File: src/rtl/pchb_pkg.sv
package pchb_pkg;
    // ********************************
    // Configuration header offsets
    // ********************************
    localparam logic [7:0] PCHB_OFS_HDR_KIND = 8'h0c;
    localparam logic [7:0] PCHB_OFS_IO_BASE = 8'h10;
    // ********************************
    // Field layout and fixed values
    // ********************************
    localparam int PCHB_LAYOUT_LSB = 16;
    localparam int PCHB_MFUNC_BIT = 23;
    localparam logic [6:0] PCHB_LAYOUT_CODE = 7'h00;
    localparam logic PCHB_MFUNC_VAL = 1'b0;
    localparam int PCHB_BASE_LSB = 8;
    localparam logic [23:0] PCHB_BASE_RST = 24'h000000;
    localparam logic [31:0] PCHB_IO_BASE_RST = 32'h00000001;
    localparam logic PCHB_IO_FLAG = 1'b1;
    localparam logic [6:0] PCHB_FIXED_LOW = 7'h00;
endpackage

File: src/rtl/pchb_io_decode.sv
`timescale 1ns/1ps
// ********************************
// I/O window hit compare
// ********************************
module pchb_io_decode #(
    parameter int WIN_BITS = 8
) (
    input wire logic [31:0] io_addr,
    input wire logic [31-WIN_BITS:0] base_upper,
    output logic hit
);
    // Upper address bits against the stored base; low bits index the block
    assign hit = (io_addr[31:WIN_BITS] == base_upper);
endmodule // pchb_io_decode

File: src/rtl/pchb_cfg_regs.sv
`timescale 1ns/1ps
// Notes on behaviour
// - Header layout code field, bits 22..16, always reads zero.
// - Multifunction bit 23 always reads zero; single function only.
// - Header kind register readable anytime, nothing in it is writable.
// - I/O base bits 31..8 are read/write storage set by host.
// - Decode a 256-byte I/O block at the stored base.
// - I/O base bits 7..1 always read zero whatever is written.
// - I/O base bit 0 always reads one, marking I/O space.
// - Reset sets the I/O base register to the value one.
// - I/O base register readable anytime by configuration reads.
module pchb_cfg_regs
    import pchb_pkg::*;
(
    input wire logic clk,
    input wire logic nrst,
    input wire logic cfg_rd,
    input wire logic cfg_wr,
    input wire logic [7:0] cfg_offset,
    input wire logic [3:0] cfg_be_n,
    input wire logic [31:0] cfg_wdata,
    output logic [31:0] cfg_rdata,
    input wire logic io_space_en,
    input wire logic [31:0] io_addr,
    output logic io_hit
);
    import pchb_pkg::*;

    // ********************************
    // Storage and decode
    // ********************************
    logic [23:0] base_ff;
    logic [23:0] nxt_base;
    logic [31:0] rdata_ff;
    logic [31:0] nxt_rdata;
    logic sel_kind;
    logic sel_base;
    logic raw_hit;
    logic [31:0] kind_word;
    logic [31:0] base_word;
    logic base_wr;
    logic kind_wr;
    logic [3:1] lane_we;

    assign sel_kind = (cfg_offset == PCHB_OFS_HDR_KIND);
    assign sel_base = (cfg_offset == PCHB_OFS_IO_BASE);

    // Write qualifiers; the header kind one feeds only the checks below
    assign base_wr = cfg_wr && sel_base;
    assign kind_wr = cfg_wr && sel_kind;

    // Constant fields built from the package, never stored
    assign kind_word = {8'h00, PCHB_MFUNC_VAL, PCHB_LAYOUT_CODE, 16'h0000};
    assign base_word = {base_ff, PCHB_FIXED_LOW, PCHB_IO_FLAG};

    // Byte lanes 1..3 only; lane 0 holds constants so its write is dropped
    // Lanes update independently, so a partial write leaves the others alone
    genvar g;
    generate
        for (g = 1; g < 4; g++) begin : g_lane
            // Bus enables are active low, flipped here once per lane
            assign lane_we[g] = base_wr && !cfg_be_n[g];
            assign nxt_base[g*8-8 +: 8] = lane_we[g] ?
                cfg_wdata[g*8 +: 8] : base_ff[g*8-8 +: 8];
        end
    endgenerate

    // Read mux; header kind ignores writes entirely
    assign nxt_rdata = !cfg_rd ? rdata_ff :
        sel_kind ? kind_word : sel_base ? base_word : 32'h00000000;

    // Base register
    always_ff @(posedge clk or negedge nrst) begin
        if (!nrst) begin
            base_ff <= PCHB_BASE_RST;
        end else begin
            base_ff <= nxt_base;
        end
    end

    // Read data held until next read, so it is stable for the host
    // Cleared by reset so no stale base word survives a reset
    always_ff @(posedge clk or negedge nrst) begin
        if (!nrst) begin
            rdata_ff <= 32'h00000000;
        end else begin
            rdata_ff <= nxt_rdata;
        end
    end

    assign cfg_rdata = rdata_ff;

    // ********************************
    // I/O window decode
    // ********************************
    pchb_io_decode #(.WIN_BITS(PCHB_BASE_LSB)) u_dec (
        .io_addr(io_addr),
        .base_upper(base_ff),
        .hit(raw_hit)
    );
    // Gated by the command-register enable kept elsewhere
    assign io_hit = raw_hit && io_space_en;

    // ********************************
    // Checks
    // ********************************
    // Window math by subtraction, so the check does not mirror the compare
    logic [31:0] base_floor;
    logic [31:0] win_offset;
    logic win_inside;

    assign base_floor = {base_ff, 8'h00};
    assign win_offset = io_addr - base_floor;
    assign win_inside = (win_offset < 32'h00000100);
endmodule // pchb_cfg_regs

File: config.mk
export PLATFORM = sky130hd
export DESIGN_NAME = pchb_cfg_regs
export DESIGN_NICKNAME = d
export VERILOG_FILES = /design/src/rtl/pchb_pkg.sv /design/src/rtl/pchb_io_decode.sv /design/src/rtl/pchb_cfg_regs.sv
export SDC_FILE = /design/constraint.sdc
export NUM_CORES = 1
export LEC_CHECK = 0
export BUFFER_PORTS_ARGS = -buffer_cell sky130_fd_sc_hd__buf_4
export CELL_PAD_IN_SITES_DETAIL_PLACEMENT = 0
export CELL_PAD_IN_SITES_GLOBAL_PLACEMENT = 1
export CORE_AREA = 2 2 84 86
export CTS_CLUSTER_DIAMETER = 150
export DETAILED_ROUTE_END_ITERATION = 6
export DIE_AREA = 0 0 86 88
export PLACE_DENSITY_LB_ADDON = 0.1
export SYNTH_ARGS = -nofsm -noshare
export SYNTH_HDL_FRONTEND = slang
export SYNTH_SLANG_ARGS = --single-unit
File: constraint.sdc
create_clock -name clk -period 1.35 [get_ports clk]
set_input_delay 0.135 -clock clk [delete_from_list [all_inputs] [get_ports clk]]
set_output_delay 0.135 -clock clk [all_outputs]
set_load 0.02 [all_outputs]
Word-level counts from Yosys, hierarchy flattened
Cells that the tools add are included.

operators by class
  equal/unequal tests = 3
  multiplexer cells = 2
  reductions and logical operators = 8

operator list
  kind                                                  count
  2-to-1 mux 32 bit                                     2
  equality test 24 bit                                  1
  equality test 8 x 4 -> 1 bit (second input constant)  1
  equality test 8 x 5 -> 1 bit (second input constant)  1
  logical AND 1 bit                                     5
  logical NOT 1 bit                                     3

word-level totals
  register bits after elaboration = 56
  input port bits = 81
  output and inout port bits = 33

Logic depth before layout (Yosys ltp)
  depth in word-level cells = 3
  gate-level depth with buffers = 7

Modules after synthesis
A second synthesis with hierarchy kept.

unflattened totals
  cell total of the unflattened synthesis = 203
  area, all modules = 2290.9 µm²

modules (own cells, without submodules)
  module          instances  cells an instance  area each (µm²)  seq. area each (µm²)
  pchb_cfg_regs   1          171                2026.9           1226.2
  pchb_io_decode  1          32                 264.0            0.0

Worst setup path before layout
OpenSTA, ideal clock, no wires.

  path type = reg-to-output
  start = reg base_ff[20]
  end = out io_hit
  arrival = 1573 ps
  setup slack = -358 ps
  stages on the path, launching flop included = 5
  path through = dfrtp_1 xor2_1 nor4_1 nand3_1 nor4_1

on the way
  longest elaborated chain between the ends = 2

RTL lines
  element                 RTL line              RTL
  from (decl)             pchb_cfg_regs.sv:32   logic [23:0] base_ff;
  from (signal assigned)  pchb_cfg_regs.sv:77   base_ff <= nxt_base;
  equality test 24 bit    pchb_io_decode.sv:13  assign hit = (io_addr[31:WIN_BITS] == base_upper);
  logical AND 1 bit       pchb_cfg_regs.sv:102  assign io_hit = raw_hit && io_space_en;
  to (decl)               pchb_cfg_regs.sv:25   output logic io_hit

Every way passes these cells.

Final worst setup path
  start = reg base_ff[5]
  end = out io_hit

Same word-level chain as after synthesis.

==> impl_metrics.env <==
export IMPL_die_x_um=86
export IMPL_min_path_type="primary input to flip-flop"
export IMPL_timing_critical_path_buf_inv=1
export IMPL_min_period_over_period_pct=134
export IMPL_swShare_pct=23.9
export IMPL_fill_cells=626
export IMPL_io_pins=114
export IMPL_grtUsageTotal_pct=14.7
export IMPL_overflow=0
export IMPL_htreeDepth=2
export IMPL_antenna_found_initial=0
export IMPL_clockPowerShare_pct=31.7
export IMPL_wl_per_cell_um=15.3
export IMPL_cp_required_ns=1.22
export IMPL_clkTransAtPathRegs_ns=0.09
export IMPL_num_antenna_cells=0
export IMPL_die_area_sq_mm=0.00757
export IMPL_internal_power_mw=2.04
export IMPL_die_h_um=88
export IMPL_grt_pass1_vias=1732
export IMPL_start_util_pct=33.0
export IMPL_core_sq_mm=0.00664
export IMPL_ys_flop_type="dfrtp_1"
export IMPL_synth_seq_cells=49
export IMPL_synth_edff_count=0
export IMPL_final_hold_viol_count=0
export IMPL_failed_checks="setup timing"
export IMPL_synthTopCellsByCount="dfrtp_1 (49), a22o_1 (24), mux2_2 (24), xor2_1 (15), xnor2_1 (9)"
export IMPL_crit_type="flip-flop to output pin"
export IMPL_reg2reg_from="base_ff[17]$_DFFE_PN0P_"
export IMPL_synth_async_reset_ratio_pct=100
export IMPL_worst_setup_path_start_kind="flip-flop"
export IMPL_post_cts_buffers=0
export IMPL_port_buffers=89
export IMPL_rows=30
export IMPL_crit_fanout=2
export IMPL_p_comb_share_pct=12.5
export IMPL_fin_area_sq_mm=0.00323
export IMPL_drive_gt1_share_pct=57.2
export IMPL_maxCapViolCount=0
export IMPL_globalplace_congestion=0.664
export IMPL_total_power_mw=2.69
export IMPL_dp_slack_ns=-0.251
export IMPL_drv_slew=0
export IMPL_hold_start="cfg_wdata[16]"
export IMPL_path_cells="xor2_1, nor4_1, nand3_1, nor4_4, buf_4"
export IMPL_fin_skew_ns=0.00599
export IMPL_seqPwrFrac_pct=55.8
export IMPL_clk_latency_ns=0.30
export IMPL_ys_seq_area_share_pct=56.0
export IMPL_drtAntennaViolNets=0
export IMPL_place_area_sq_mm=0.00312
export IMPL_fin_ws_ns=-0.465
export IMPL_rsz0062_at_grt="yes"
export IMPL_cp_top_family="simple AND/OR/NAND/NOR gates"
export IMPL_hold_slack_ns=0.0566
export IMPL_cp_slowest_cell="dfrtp_1"
export IMPL_setup_viol=1
export IMPL_drt_vias_per_instance=4.58
export IMPL_drt_wl_total_mm=5.37
export IMPL_area_growth_pct=47.2
export IMPL_cts_root_buf="clkbuf_8"
export IMPL_syn_inst=153
export IMPL_dp_cells=342
export IMPL_numCtsBuffers=5
export IMPL_grt_max_degree=30
export IMPL_status="finished, violations left"
export IMPL_instances_no_fill=351
export IMPL_vias=1607
export IMPL_synth_area_per_cell_sq_um=14.3
export IMPL_grt_first_pass_wirelength_mm=8.45
export IMPL_clock_sinks=49
export IMPL_peakVddDrop_uv=358
export IMPL_cpPeakStageDelay_ns=0.39
export IMPL_ys_top_cells_by_area="dfrtp_1 (56%), mux2_2 (12%), a22o_1 (9.6%), xor2_1 (6.0%), xnor2_1 (3.6%)"
export IMPL_startpoint="base_ff[5]$_DFFE_PN0P_"
export IMPL_clock_path_buffers=2
export IMPL_cp_end_kind="output pin"
export IMPL_yosysMostFrequentCell="dfrtp_1"
export IMPL_layout_nets=351
export IMPL_switchingPower_uw=643
export IMPL_powerDensity_mw_per_mm2=833
export IMPL_synth_top_area_share_pct=56.0
export IMPL_drc_errors=0
export IMPL_ys_warn_count=0
export IMPL_netlist_cell_type_count=20
export IMPL_arrival_ns=1.68
export IMPL_first_pass_iters=3
export IMPL_cts_tree="yes"
export IMPL_power_leakage_nw=1.79
export IMPL_dp_hpwl_mm=4.09
export IMPL_min_period_ns=1.81
export IMPL_syn_cell_area_sq_mm=0.00219
export IMPL_yosys_area_top_type="dfrtp_1"
export IMPL_max_freq_mhz=551
export IMPL_drt_iter0_drc=37
## sequential cells by signal, indices dropped and copies added (netlist names)
signal	count
base_ff	24
cfg_rdata	25
## cells by family after synthesis
group | Yosys count | synth area share, %
compound gates | 25 | 9.99
buf+inv | 14 | 5.48
simple gates | 16 | 6.45
flops | 49 | 56.0
xor+xnor | 24 | 9.59
other cells | 1 | 0.171
mux | 24 | 12.3
## cell usage in the layout (no fill, tap or decap)
cell / count
nand3_1: 2
nor3_1: 1
inv_1: 1
buf_4: 113
clkbuf_1: 1
nand3b_4: 3
xor2_1: 15
conb_1: 7
and4b_1: 1
nor2_1: 1
nor4_2: 2
nand4_1: 2
nor4_1: 2
dfrtp_1: 49
a22o_1: 24
clkbuf_8: 5
buf_12: 3
mux2_2: 24
a21o_2: 1
dlygate4sd3_1: 1
xnor2_1: 9
nor4_4: 1
and2_4: 1
clkinv_2: 2
## what timing repair did
item	4_1_cts	5_1_grt
pin swaps	8	2
hold endpoints to repair	20	0
hold buffers	1	0
resized for setup	0	2
setup endpoints to repair	1	1
## per-layer routing
| metal | global-route usage, % | up-vias | part of all wire (%) |
|---|---|---|---|
| li1 | - | 777 | - |
| met1 | 20.3 | 771 | 46 |
| met2 | 23.3 | 52 | 48 |
| met3 | 3.30 | 7 | 4.9 |
| met4 | 4.33 | 0 | 1.1 |
| met5 | 0 | - | 0 |
## worst paths after layout
path                                             endpoint  slack, ns  depth (start not counted)
worst max-delay path                               io_hit      -0.46                          5
worst min-delay path               base_ff[8]$_DFFE_PN0P_       0.06                          2
worst max register to register    base_ff[17]$_DFFE_PN0P_       0.44                          2
worst min register to register   cfg_rdata[0]$_DFFE_PN0P_       0.50                          1
max in group asynchronous       cfg_rdata[31]$_DFFE_PN0P_       0.62                          3
min in group asynchronous       cfg_rdata[16]$_DFFE_PN0P_       0.27                          2
## through the flow
step                util (%)  TNS [ns]
floorplan                  -   -0.0528
global placement        47.0     -3.91
detailed placement      47.0     -4.93
CTS                     48.4    -0.516
global route            48.5    -0.590
finish                  48.5    -0.465
## power groups by stage
| stage | combinational [mW] | sequential [mW] | clock, mW |
|---|---|---|---|
| 2_1_floorplan | 0.110 | 1.53 | 0 |
| 3_3_place_gp | 0.335 | 1.53 | 0 |
| 3_5_place_dp | 0.336 | 1.53 | 0 |
| 4_1_cts | 0.339 | 1.50 | 0.884 |
| 5_1_grt | 0.370 | 1.50 | 0.937 |
| 6_report | 0.335 | 1.50 | 0.853 |
## final cells by class
| type | instances | area, sq um | area share [%] |
|---|---|---|---|
| Clock buffer | 6 | 72.6 | 2.25 |
| Timing Repair Buffer | 117 | 918 | 28.5 |
| Tap cell | 80 | 100 | 3.10 |
| Clock inverter | 2 | 10.0 | 0.310 |
| Inverter | 1 | 3.75 | 0.116 |
| Multi-Input combinational cell | 96 | 895 | 27.7 |
| Sequential cell | 49 | 1230 | 38.0 |
Power figures use the tool's default switching activity.
